$ cat src/cedc_pkg.sv
// constants, encodings and helpers shared by the console examine/deposit checker
package cedc_pkg;

  localparam int ADDR_W = 22;
  localparam int DATA_W = 16;
  localparam int DIG_W = 24;
  localparam int DDIG_W = 18;
  localparam int UADDR_W = 8;

  localparam logic [3:0] MAX_DIGITS = 4'h8;
  localparam logic [2:0] MAX_DATA_DIGITS = 3'h6;

  localparam logic [23:0] GREG_MAX = 24'h00000f;
  localparam logic [23:0] MREG_MAX = 24'h000009;
  localparam logic [23:0] MREG_WRITABLE = 24'h000004;
  localparam logic [23:0] VIRT_MAX = 24'h00ffff;
  localparam logic [23:0] BKPT_BAD_PHYS = 24'h000000;
  localparam logic [17:0] DATA_MAX = 18'h0ffff;
  localparam logic [15:0] FILL_MAX = 16'h00ff;

  localparam logic [23:0] SWITCH_ADDR = 24'h3fff78;
  localparam logic [23:0] PSTAT_ADDR = 24'h3ffffe;
  localparam logic [23:0] PC_IDX = 24'h000007;
  localparam logic [23:0] KSTACK_IDX = 24'h000006;
  localparam logic [23:0] SSTACK_IDX = 24'h00000e;
  localparam logic [23:0] USTACK_IDX = 24'h00000f;
  localparam logic [23:0] MEM_STEP = 24'h000002;
  localparam logic [23:0] REG_STEP = 24'h000001;

  localparam logic [7:0] MICRO_BUSY_ADDR = 8'h0d;

  localparam int STOP_WAIT_US = 500;
  localparam int CLK_MHZ = 200;
  localparam int STOP_WAIT_CYC = STOP_WAIT_US * CLK_MHZ;

  typedef enum logic [2:0] {
    CMD_EXAMINE, CMD_DEPOSIT, CMD_BKPT, CMD_HALT, CMD_FILL
  } cedc_cmd_t;

  typedef enum logic [3:0] {
    ARG_OCTAL, ARG_LAST, ARG_INDIRECT, ARG_NEXT, ARG_PREV, ARG_GREG, ARG_MREG,
    ARG_SWITCH, ARG_PSTAT, ARG_PC, ARG_KSTACK, ARG_SSTACK, ARG_USTACK
  } cedc_arg_t;

  typedef enum logic [1:0] {SP_PHYS, SP_VIRT, SP_GREG, SP_MREG} cedc_space_t;

  typedef enum logic [3:0] {
    ERR_NONE, ERR_SYNTAX, ERR_MUST_STOP, ERR_BAD_BKPT, ERR_MICRO_STATE, ERR_TOO_BIG,
    ERR_ACCESS_ABORTED, ERR_READ_ONLY, ERR_STOP_TIMEOUT, ERR_ALREADY_HALTED,
    ERR_UNCERTAIN, ERR_PARITY, ERR_STUCK
  } cedc_err_t;

  typedef enum logic [1:0] {S_IDLE, S_CHECK, S_XFER, S_HALT} cedc_state_t;

  // keeps only the low n octal digits
  function automatic logic [23:0] cedc_digit_mask(input logic [3:0] n);
    logic [23:0] m;
    m = 24'h000000;
    for (int i = 0; i < 8; i++) begin
      if (i < int'(n)) begin
        m[3*i +: 3] = 3'h7;
      end
    end
    return m;
  endfunction

endpackage

$ cat src/cedc_timer.sv
// restartable one-shot timeout counter
`timescale 1ns/1ps
module cedc_timer #(
  parameter int CYCLES = 100000
) (
  // clock and reset
  input wire logic clk,
  input wire logic arst_n,
  // control
  input wire logic start,
  input wire logic stop,
  // result
  output logic expired
);
  localparam int CW = $clog2(CYCLES + 1);

  logic [CW-1:0] cnt_ff;
  logic run_ff;
  wire last_tick = (cnt_ff == CW'(CYCLES - 1));

  always_ff @(posedge clk or negedge arst_n) begin
    if (!arst_n) begin
      cnt_ff <= '0;
      run_ff <= 1'b0;
      expired <= 1'b0;
    end else begin
      expired <= run_ff && last_tick && !stop && !start;
      if (start) begin
        run_ff <= 1'b1;
        cnt_ff <= '0;
      end else if (stop || last_tick) begin
        run_ff <= 1'b0;
      end else if (run_ff) begin
        cnt_ff <= cnt_ff + 1'b1;
      end
    end
  end
endmodule

$ cat src/cedc_top.sv
// console examine/deposit argument resolver and request checker
`timescale 1ns/1ps
// Notes on behaviour
// - numeric address argument takes one to eight octal digits.
// - asterisk argument reuses the previous address unchanged.
// - at-sign argument uses the last examined data as address.
// - general register above 17 or machine register above 11 octal is too big.
// - only machine register 4 is writable; other deposits give read-only error.
// - switch word alias resolves to physical 17777570.
// - processor status alias resolves to physical 17777776.
// - program counter 7, kernel stack 6, supervisor stack 16, user stack 17.
// - stop-needing commands refused with must-stop error while processor runs.
// - breakpoint refused at physical 0 or on any register.
// - breakpoint refused while microcode counter sits at 015.
// - virtual address above 177777 is too big.
// - fill count above 377 octal is too big.
// - unmapped virtual address aborts the access.
// - deposit to read-only page is done, with a warning only.
// - halt not done within 500 us gives stop timeout error.
// - halt request while already stopped gives already-halted error.
// - examine not answered within 500 us reports uncertain run state.
// - parity enabled and bad parity on read reports parity error.
// - addresses zero-extend to 22 bits, data to 16 bits.
// - stuck address/data lines report their own error.
module cedc_top #(
  parameter int STOP_WAIT_CYCLES = cedc_pkg::STOP_WAIT_CYC
) (
  // clock and reset
  input wire logic CLK,
  input wire logic ARST_N,
  // parsed command from the terminal side
  input wire logic REQ_VALID,
  input wire cedc_pkg::cedc_cmd_t REQ_CMD,
  input wire cedc_pkg::cedc_arg_t REQ_ARG,
  input wire logic [23:0] REQ_DIGITS,
  input wire logic [3:0] REQ_NDIG,
  input wire logic REQ_VIRT,
  input wire logic [17:0] REQ_DATA_DIGITS,
  input wire logic [2:0] REQ_DATA_NDIG,
  input wire logic [15:0] REQ_COUNT,
  // answer to the terminal side
  output logic BUSY,
  output logic DONE,
  output cedc_pkg::cedc_err_t ERR_CODE,
  output logic WARN_RO,
  output logic [21:0] RES_ADDR,
  output cedc_pkg::cedc_space_t RES_SPACE,
  output logic [15:0] RD_DATA,
  // processor state
  input wire logic CPU_RUNNING,
  input wire logic [7:0] CPU_UADDR,
  input wire logic PAR_EN,
  input wire logic MAP_VALID,
  input wire logic PAGE_RO,
  // processor halt and access path
  output logic HALT_REQ,
  output logic XFER_REQ,
  output logic XFER_WRITE,
  output logic [15:0] XFER_WDATA,
  input wire logic XFER_ACK,
  input wire logic [15:0] XFER_RDATA,
  input wire logic XFER_PAR_BAD,
  input wire logic XFER_STUCK
);

  cedc_pkg::cedc_state_t state_ff, nxt_state;
  cedc_pkg::cedc_cmd_t cmd_ff, nxt_cmd;
  cedc_pkg::cedc_space_t last_space_ff, nxt_last_space, nxt_space;
  cedc_pkg::cedc_err_t nxt_err;
  logic [21:0] last_addr_ff, nxt_last_addr, nxt_addr;
  logic [15:0] last_data_ff, nxt_last_data, nxt_rdata, nxt_wdata;
  logic [7:0] cnt_ff, nxt_cnt;
  logic nxt_done, nxt_warn, nxt_xreq, nxt_write, nxt_halt;
  logic tmr_start, tmr_stop, tmr_expired;
  logic [23:0] req_addr;
  cedc_pkg::cedc_space_t req_space;

  // argument decode
  wire acc = REQ_VALID && (state_ff == cedc_pkg::S_IDLE);
  wire [23:0] dig_val = REQ_DIGITS & cedc_pkg::cedc_digit_mask(REQ_NDIG);
  wire [23:0] data_mask = cedc_pkg::cedc_digit_mask({1'b0, REQ_DATA_NDIG});
  wire [17:0] data_val = REQ_DATA_DIGITS & data_mask[17:0];
  wire req_write = (REQ_CMD == cedc_pkg::CMD_DEPOSIT) || (REQ_CMD == cedc_pkg::CMD_FILL);
  wire needs_digits = (REQ_ARG == cedc_pkg::ARG_OCTAL) || (REQ_ARG == cedc_pkg::ARG_GREG) ||
    (REQ_ARG == cedc_pkg::ARG_MREG);
  wire addr_syntax_bad = needs_digits &&
    ((REQ_NDIG == 4'h0) || (REQ_NDIG > cedc_pkg::MAX_DIGITS));
  wire data_syntax_bad = req_write && (REQ_DATA_NDIG > cedc_pkg::MAX_DATA_DIGITS);
  wire syntax_bad = addr_syntax_bad || data_syntax_bad;
  wire data_big = req_write && (data_val > cedc_pkg::DATA_MAX);

  // register index steps by one, memory by a word
  wire [23:0] last_step = ((last_space_ff == cedc_pkg::SP_GREG) ||
    (last_space_ff == cedc_pkg::SP_MREG)) ? cedc_pkg::REG_STEP : cedc_pkg::MEM_STEP;
  wire [23:0] last_wide = {2'b00, last_addr_ff};
  wire cpu_mem = REQ_VIRT ? 1'b1 : 1'b0;

  always_comb begin
    req_space = cpu_mem ? cedc_pkg::SP_VIRT : cedc_pkg::SP_PHYS;
    req_addr = dig_val;
    unique case (REQ_ARG)
      cedc_pkg::ARG_OCTAL: req_addr = dig_val;
      cedc_pkg::ARG_LAST: begin
        req_addr = last_wide;
        req_space = last_space_ff;
      end
      cedc_pkg::ARG_INDIRECT: req_addr = {8'h00, last_data_ff};
      cedc_pkg::ARG_NEXT: begin
        req_addr = 24'(last_wide + last_step);
        req_space = last_space_ff;
      end
      cedc_pkg::ARG_PREV: begin
        req_addr = 24'(last_wide - last_step);
        req_space = last_space_ff;
      end
      cedc_pkg::ARG_GREG: req_space = cedc_pkg::SP_GREG;
      cedc_pkg::ARG_MREG: req_space = cedc_pkg::SP_MREG;
      cedc_pkg::ARG_SWITCH: begin
        req_addr = cedc_pkg::SWITCH_ADDR;
        req_space = cedc_pkg::SP_PHYS;
      end
      cedc_pkg::ARG_PSTAT: begin
        req_addr = cedc_pkg::PSTAT_ADDR;
        req_space = cedc_pkg::SP_PHYS;
      end
      cedc_pkg::ARG_PC: begin
        req_addr = cedc_pkg::PC_IDX;
        req_space = cedc_pkg::SP_GREG;
      end
      cedc_pkg::ARG_KSTACK: begin
        req_addr = cedc_pkg::KSTACK_IDX;
        req_space = cedc_pkg::SP_GREG;
      end
      cedc_pkg::ARG_SSTACK: begin
        req_addr = cedc_pkg::SSTACK_IDX;
        req_space = cedc_pkg::SP_GREG;
      end
      cedc_pkg::ARG_USTACK: begin
        req_addr = cedc_pkg::USTACK_IDX;
        req_space = cedc_pkg::SP_GREG;
      end
      default: req_addr = dig_val;
    endcase
  end

  // early checks, first match wins
  wire is_bkpt = (REQ_CMD == cedc_pkg::CMD_BKPT);
  wire stop_needed = !is_bkpt && CPU_RUNNING;
  wire reg_big = ((req_space == cedc_pkg::SP_GREG) && (req_addr > cedc_pkg::GREG_MAX)) ||
    ((req_space == cedc_pkg::SP_MREG) && (req_addr > cedc_pkg::MREG_MAX));
  wire virt_big = (req_space == cedc_pkg::SP_VIRT) && (req_addr > cedc_pkg::VIRT_MAX);
  wire phys_big = (req_space == cedc_pkg::SP_PHYS) && (req_addr[23:22] != 2'b00);
  wire fill_big = (REQ_CMD == cedc_pkg::CMD_FILL) && (REQ_COUNT > cedc_pkg::FILL_MAX);
  wire too_big = reg_big || virt_big || phys_big || fill_big || data_big;
  wire bkpt_bad = is_bkpt && ((req_space == cedc_pkg::SP_GREG) ||
    (req_space == cedc_pkg::SP_MREG) ||
    ((req_space == cedc_pkg::SP_PHYS) && (req_addr == cedc_pkg::BKPT_BAD_PHYS)));
  wire micro_busy = is_bkpt && (CPU_UADDR == cedc_pkg::MICRO_BUSY_ADDR);
  wire mreg_ro = req_write && (req_space == cedc_pkg::SP_MREG) &&
    (req_addr != cedc_pkg::MREG_WRITABLE);
  cedc_pkg::cedc_err_t early_err;
  assign early_err = syntax_bad ? cedc_pkg::ERR_SYNTAX :
    stop_needed ? cedc_pkg::ERR_MUST_STOP :
    too_big ? cedc_pkg::ERR_TOO_BIG :
    bkpt_bad ? cedc_pkg::ERR_BAD_BKPT :
    micro_busy ? cedc_pkg::ERR_MICRO_STATE :
    mreg_ro ? cedc_pkg::ERR_READ_ONLY : cedc_pkg::ERR_NONE;

  wire unmapped = (RES_SPACE == cedc_pkg::SP_VIRT) && !MAP_VALID;
  wire ro_page = XFER_WRITE && (RES_SPACE == cedc_pkg::SP_VIRT) && PAGE_RO;
  wire par_fault = !XFER_WRITE && PAR_EN && XFER_PAR_BAD;
  wire fill_more = (cmd_ff == cedc_pkg::CMD_FILL) && (cnt_ff > 8'h01);

  always_comb begin
    nxt_state = state_ff;
    nxt_cmd = cmd_ff;
    nxt_addr = RES_ADDR;
    nxt_space = RES_SPACE;
    nxt_wdata = XFER_WDATA;
    nxt_write = XFER_WRITE;
    nxt_cnt = cnt_ff;
    nxt_done = 1'b0;
    nxt_err = ERR_CODE;
    nxt_warn = WARN_RO;
    nxt_xreq = XFER_REQ;
    nxt_halt = HALT_REQ;
    nxt_rdata = RD_DATA;
    nxt_last_addr = last_addr_ff;
    nxt_last_space = last_space_ff;
    nxt_last_data = last_data_ff;
    tmr_start = 1'b0;
    tmr_stop = 1'b0;
    unique case (state_ff)
      cedc_pkg::S_IDLE: begin
        if (REQ_VALID) begin
          nxt_cmd = REQ_CMD;
          nxt_addr = req_addr[21:0];
          nxt_space = req_space;
          nxt_wdata = data_val[15:0];
          nxt_write = req_write;
          nxt_cnt = (REQ_CMD == cedc_pkg::CMD_FILL && REQ_COUNT[7:0] != 8'h00) ?
            REQ_COUNT[7:0] : 8'h01;
          nxt_warn = 1'b0;
          if (REQ_CMD == cedc_pkg::CMD_HALT) begin
            if (!CPU_RUNNING) begin
              nxt_done = 1'b1;
              nxt_err = cedc_pkg::ERR_ALREADY_HALTED;
            end else begin
              nxt_halt = 1'b1;
              tmr_start = 1'b1;
              nxt_state = cedc_pkg::S_HALT;
            end
          end else if (early_err != cedc_pkg::ERR_NONE) begin
            nxt_done = 1'b1;
            nxt_err = early_err;
          end else begin
            nxt_state = cedc_pkg::S_CHECK;
          end
        end
      end
      cedc_pkg::S_CHECK: begin
        if (unmapped) begin
          nxt_done = 1'b1;
          nxt_err = cedc_pkg::ERR_ACCESS_ABORTED;
          nxt_state = cedc_pkg::S_IDLE;
        end else begin
          // a read-only page only warns, the write still goes out
          nxt_warn = WARN_RO || ro_page;
          nxt_xreq = 1'b1;
          tmr_start = 1'b1;
          nxt_state = cedc_pkg::S_XFER;
        end
      end
      cedc_pkg::S_XFER: begin
        if (XFER_ACK) begin
          nxt_xreq = 1'b0;
          tmr_stop = 1'b1;
          if (XFER_STUCK) begin
            nxt_done = 1'b1;
            nxt_err = cedc_pkg::ERR_STUCK;
            nxt_state = cedc_pkg::S_IDLE;
          end else if (par_fault) begin
            nxt_done = 1'b1;
            nxt_err = cedc_pkg::ERR_PARITY;
            nxt_state = cedc_pkg::S_IDLE;
          end else if (fill_more) begin
            nxt_cnt = cnt_ff - 8'h01;
            nxt_addr = 22'(RES_ADDR + cedc_pkg::MEM_STEP[21:0]);
            nxt_state = cedc_pkg::S_CHECK;
          end else begin
            nxt_done = 1'b1;
            nxt_err = cedc_pkg::ERR_NONE;
            nxt_last_addr = RES_ADDR;
            nxt_last_space = RES_SPACE;
            nxt_state = cedc_pkg::S_IDLE;
            if (!XFER_WRITE) begin
              nxt_rdata = XFER_RDATA;
              nxt_last_data = XFER_RDATA;
            end
          end
        end else if (tmr_expired) begin
          // the access is dropped; the processor state is then unknown
          nxt_xreq = 1'b0;
          nxt_done = 1'b1;
          nxt_err = cedc_pkg::ERR_UNCERTAIN;
          nxt_state = cedc_pkg::S_IDLE;
        end
      end
      cedc_pkg::S_HALT: begin
        if (!CPU_RUNNING) begin
          nxt_halt = 1'b0;
          tmr_stop = 1'b1;
          nxt_done = 1'b1;
          nxt_err = cedc_pkg::ERR_NONE;
          nxt_state = cedc_pkg::S_IDLE;
        end else if (tmr_expired) begin
          nxt_halt = 1'b0;
          nxt_done = 1'b1;
          nxt_err = cedc_pkg::ERR_STOP_TIMEOUT;
          nxt_state = cedc_pkg::S_IDLE;
        end
      end
    endcase
  end

  cedc_timer #(.CYCLES(STOP_WAIT_CYCLES)) u_wait (
    .clk(CLK),
    .arst_n(ARST_N),
    .start(tmr_start),
    .stop(tmr_stop),
    .expired(tmr_expired)
  );

  always_ff @(posedge CLK or negedge ARST_N) begin
    if (!ARST_N) begin
      state_ff <= cedc_pkg::S_IDLE;
      cmd_ff <= cedc_pkg::CMD_EXAMINE;
      cnt_ff <= 8'h00;
      last_addr_ff <= 22'h000000;
      last_space_ff <= cedc_pkg::SP_PHYS;
      last_data_ff <= 16'h0000;
    end else begin
      state_ff <= nxt_state;
      cmd_ff <= nxt_cmd;
      cnt_ff <= nxt_cnt;
      last_addr_ff <= nxt_last_addr;
      last_space_ff <= nxt_last_space;
      last_data_ff <= nxt_last_data;
    end
  end

  always_ff @(posedge CLK or negedge ARST_N) begin
    if (!ARST_N) begin
      BUSY <= 1'b0;
      DONE <= 1'b0;
      ERR_CODE <= cedc_pkg::ERR_NONE;
      WARN_RO <= 1'b0;
      RES_ADDR <= 22'h000000;
      RES_SPACE <= cedc_pkg::SP_PHYS;
      RD_DATA <= 16'h0000;
      HALT_REQ <= 1'b0;
      XFER_REQ <= 1'b0;
      XFER_WRITE <= 1'b0;
      XFER_WDATA <= 16'h0000;
    end else begin
      BUSY <= (nxt_state != cedc_pkg::S_IDLE);
      DONE <= nxt_done;
      ERR_CODE <= nxt_err;
      WARN_RO <= nxt_warn;
      RES_ADDR <= nxt_addr;
      RES_SPACE <= nxt_space;
      RD_DATA <= nxt_rdata;
      HALT_REQ <= nxt_halt;
      XFER_REQ <= nxt_xreq;
      XFER_WRITE <= nxt_write;
      XFER_WDATA <= nxt_wdata;
    end
  end
endmodule

$ cat config.mk
export PLATFORM = sky130hd
export DESIGN_NAME = cedc_top
export DESIGN_NICKNAME = d
export VERILOG_FILES = /design/src/cedc_pkg.sv /design/src/cedc_timer.sv /design/src/cedc_top.sv
export SDC_FILE = /design/constraint.sdc
export NUM_CORES = 1
export LEC_CHECK = 0
export ABC_AREA = 1
export BUFFER_PORTS_ARGS = -buffer_cell sky130_fd_sc_hd__buf_2
export CAP_MARGIN = 20
export CORE_MARGIN = 2
export CORE_UTILIZATION = 50
export DETAILED_ROUTE_END_ITERATION = 8
export PLACE_DENSITY = 0.81
export SLEW_MARGIN = 20
export SYNTH_ARGS = -nofsm -noshare
export SYNTH_HDL_FRONTEND = slang
export SYNTH_HIERARCHICAL = 1
export SYNTH_SLANG_ARGS = --single-unit
$ cat constraint.sdc
create_clock -name CLK -period 4.7 [get_ports CLK]
set_clock_uncertainty 0.2 [all_clocks]
set_input_delay 0.94 -clock CLK [delete_from_list [all_inputs] [get_ports CLK]]
set_output_delay 0.94 -clock CLK [all_outputs]
set_load 0.03 [all_outputs]
==> metrics.md <==
| Metric | Value |
|---|---|
| Setup_tns | `0 ns` |
| Num Clock Sinks | `approximately 120` |
| Initial Utilization | `51.5%` |
| CTS max path bufs | `2` |
| Crit Path Class | `in -> reg` |
| Net Sw Frac | `between 40% and 50%` |
| Layout cells sized above 1 | `around a fifth` |
| WP data required | `4.82 ns` |
| I/O pin count | `173` |
| Clock root buffer | `clkbuf_16` |
| Main synth FF type | `dfrtp_1` |
| Worst IR Drop VDD | `between 300 and 400 uV` |
| Worst-Skew Late Latency | `0.43 ns` |
| Min-delay src | `XFER_WDATA[5]` |
| Comb power frac | `around 47%` |
| Post-synth cell types | `58` |
| Vias in the first global route | `9163` |
| DR iter-0 viols | `about 900` |
| Post-CTS Setup Bufs | `0` |
| Final setup vio count | `0` |
| Final Max Tran Viols | `0` |
| GR Overflow Total | `0` |
| PortBufs | `around 170` |
| Max-cap viol count | `0` |
| CP arrival | `between 4 and 5 ns` |
| Mapped Area | `about 9000 um^2` |
| Worst Hold Path EP | `XFER_WDATA[5]` |
| Post-Route WL | `~29000 um` |
| Vias | `between 9k and 10k` |
| Diodes inserted | `0` |
| Least-Margin Pin Slew | `between 0.8 and 0.9 ns` |
| Worst flop-to-flop path endpoint | `ERR_CODE[2]` |
| FF+latch area | `approximately 3100 um^2` |
| CTS tree | `done` |
| Sequential fraction of design power | `31.6%` |
| Die height | `between 100 and 150 um` |
| Worst Hold Depth | `2` |
| Total GRT Usage | `between 30% and 40%` |
| Final ANT Viol Nets | `0` |
| Layout Utilization | `just over 60%` |
| Row cnt | `between 40 and 50` |
| Clock share of power | `between 20 and 25%` |
| Worst r2r src | `last_space_ff[1]` |
| Synth Register Bits | `between 100 and 150` |
| Int Power | `3110 uW` |
| H-tree depth | `4` |
| Core footprint | `roughly 17000 um^2` |
| Max Clock Freq | `0.242 GHz` |
| First-pass GRT wire length | `45800 um` |
| RSZ-0062 raised after global routing | `no` |
| DR pass1 iterations | `5` |
| Largest net degree at the start of global routing | `66` |
| Setup slack, reg-to-reg | `about 0.67 ns` |
| # DRC | `0` |
| Placed instance area | `9950 um^2` |
| Area growth, synth to finish | `17.6%` |
| Nature of the critical path endpoint | `flip-flop` |
| Run status | `finished clean` |
| HPWL Detailed | `22300 um` |
| Wirelength per Cell | `around 17 um` |
| Worst hold path type | `reg -> reg` |
| Gates resized, CTS repair | `0` |
| Post-synth ARST share | `100%` |
| Syn Nets | `roughly 1.5k` |
| Crit path time final | `about 4.1 ns` |
| Worst r2r path cells | `23` |
| Rel. slew slack | `43.5%` |
| RePlAce Congestion | `between 1 and 1.5` |
| Psw | `3070 uW` |
| Footprint of the multi-input gates | `5080 um^2` |
| Nets | `~1.6k` |
| Syn. warnings | `6` |
| PwrDens | `roughly 600 nW/um^2` |
| Fillers | `about 1.7k` |
| Pleak | `about 0.0053 uW` |
| CP max FO | `16` |
| EDFF count, synth | `0` |
| Register area share after synthesis | `34.0%` |
| Final period util | `between 80% and 90%` |
| Worst-path clk slew | `roughly 0.06 ns` |
| Syn avg cell area | `6.66 um^2` |
| TritonCTS buffer count | `17` |
| Final hold violations | `0` |
| Startpoint Class | `input port` |
| Total Die Area | `between 15000 and 20000 um^2` |
| Mapped Cells | `about 1.3k` |
| Vias per Instance | `between 5 and 6` |
| # hold bufs at CTS | `0` |
| Initial antenna violation count | `0` |
| Die Wd | `138 um` |
| Cell area after layout | `~11000 um^2` |
[through the flow]
stage               hold WS (ns)  setup WS [ns]  power, uW  std cells
floorplan                  0.254           1.33       3910       1347
global placement           0.259          0.435       4730       1704
global route               0.319          0.284       6560       1736
finish                     0.280          0.576       6170       1736
CTS                        0.283          0.723       6140       1736
detailed placement         0.268          0.271       4780       1704
[area by class of cell]
class                   instances  area share [%]
clock buffers                  18            4.16
clock inverters                14            1.52
inverters                     158            5.69
multi-input cells            1019            48.2
flip-flops and latches        122            28.9
well taps                     225            2.67
repair buffers                180            8.87
[worst max-delay path by stage]
stage                      from     endpoint  slack (ns)
3_3_place_gp         REQ_ARG[0]  ERR_CODE[1]        0.44
5_1_grt              REQ_ARG[0]  ERR_CODE[2]        0.28
4_1_cts              REQ_ARG[0]  ERR_CODE[2]        0.72
2_1_floorplan  last_space_ff[1]  ERR_CODE[2]        1.33
3_5_place_dp         REQ_ARG[0]  ERR_CODE[2]        0.27
6_report             REQ_ARG[3]  ERR_CODE[2]        0.58
[synth_stat cells (3+ instances only)]
cell	n	share of area (%)
a22oi_1	5	0.42
buf_2	14	0.78
nor2_2	12	0.84
dfrtp_1	122	34
nor3_1	17	0.95
nor3_2	3	0.33
nor4_1	7	0.49
or2_2	3	0.21
nor2_4	6	0.75
xnor2_1	8	0.78
xor2_1	15	1.5
nand3_1	154	8.6
mux2_2	15	1.9
o221ai_1	3	0.29
nand2_1	352	15
o21ai_0	92	5.1
nor3b_1	3	0.25
ha_1	8	1.1
a22o_1	3	0.29
nand4_1	39	2.7
inv_2	7	0.29
inv_1	146	6.1
buf_6	3	0.38
nor2_1	173	7.2
o211ai_1	12	1.0
clkinv_1	3	0.13
o21ai_1	5	0.28
nand2_2	20	1.4
a21oi_1	33	1.8
clkbuf_1	27	1.1
[cell usage in the layout (no fill, tap or decap), drive strengths merged, types with 3 or more instances in the layout]
cell / Yosys / routed
nand3: 157 / 157
clkinv: 3 / 5
or2: 3 / 3
clkbuf: 28 / 18
inv: 155 / 162
dfrtp: 122 / 122
ha: 8 / 8
a22oi: 5 / 5
xor2: 15 / 15
o221ai: 3 / 3
nand2: 375 / 375
o21ai: 99 / 99
nand4: 39 / 39
nor4: 7 / 7
nor3b: 3 / 3
nor3: 21 / 21
buf: 20 / 180
mux2: 15 / 15
clkinvlp: 0 / 3
a21oi: 35 / 35
o211ai: 12 / 12
a22o: 3 / 3
xnor2: 8 / 8
nor2: 192 / 192
[layer usage]
layer  GRT usage (%)  routed length, um  vias up
li1                -                  -     4700
met1            41.4              12000     4632
met3            6.03               2580       93
met5               0                  0        -
met2            49.7              13400      502
met4            13.9               1290        0
[state kept, by name (all words and copies together) (netlist names), 2 cells and up]
| name | flops |
|---|---|
| ERR_CODE | 4 |
| RES_ADDR | 22 |
| last_space_ff | 2 |
| RD_DATA | 16 |
| XFER_WDATA | 16 |
| state_ff | 2 |
| last_addr_ff | 22 |
| RES_SPACE | 2 |
| cnt_ff | 8 |
| u_wait/cnt_ff | 17 |
| cmd_ff | 3 |
[power by group through the flow]
stage          clock network (uW)  registers, uW  logic [uW]
2_1_floorplan                   0           2180        1740
6_report                     1340           1950        2880
4_1_cts                      1350           1940        2850
3_5_place_dp                    0           1950        2840
5_1_grt                      1410           2000        3160
3_3_place_gp                    0           1950        2780
[critical path, stage by stage]
cell and delay, ns:
buf_2 0.14, inv_2 0.08, nand2_1 0.12, nor2_2 0.55, nor2_2 0.29, nand2_4 0.22
nor2_1 0.07, a21oi_1 0.38, nand2_1 0.12, nor2_1 0.10, nand3_1 0.11, a21oi_1 0.22
nand2_2 0.10, nor2_4 0.16, nand4_1 0.14, nor2_2 0.15, nand2_2 0.08, nand2_4 0.09
inv_2 0.06, nand2_1 0.06, nand2_1 0.04
[cell families after synthesis]
group,after synthesis,share of synthesized area (%)
XOR/XNOR,23,2.24
buffers and inverters,206,9.37
adder cells (fa/ha/maj),10,1.56
multiplexers,15,1.88
AO/OA/AOI/OAI,171,10.9
flip-flops,122,34.0
AND/OR/NAND/NOR,800,40.0
(Power assumes the default switching activity.)
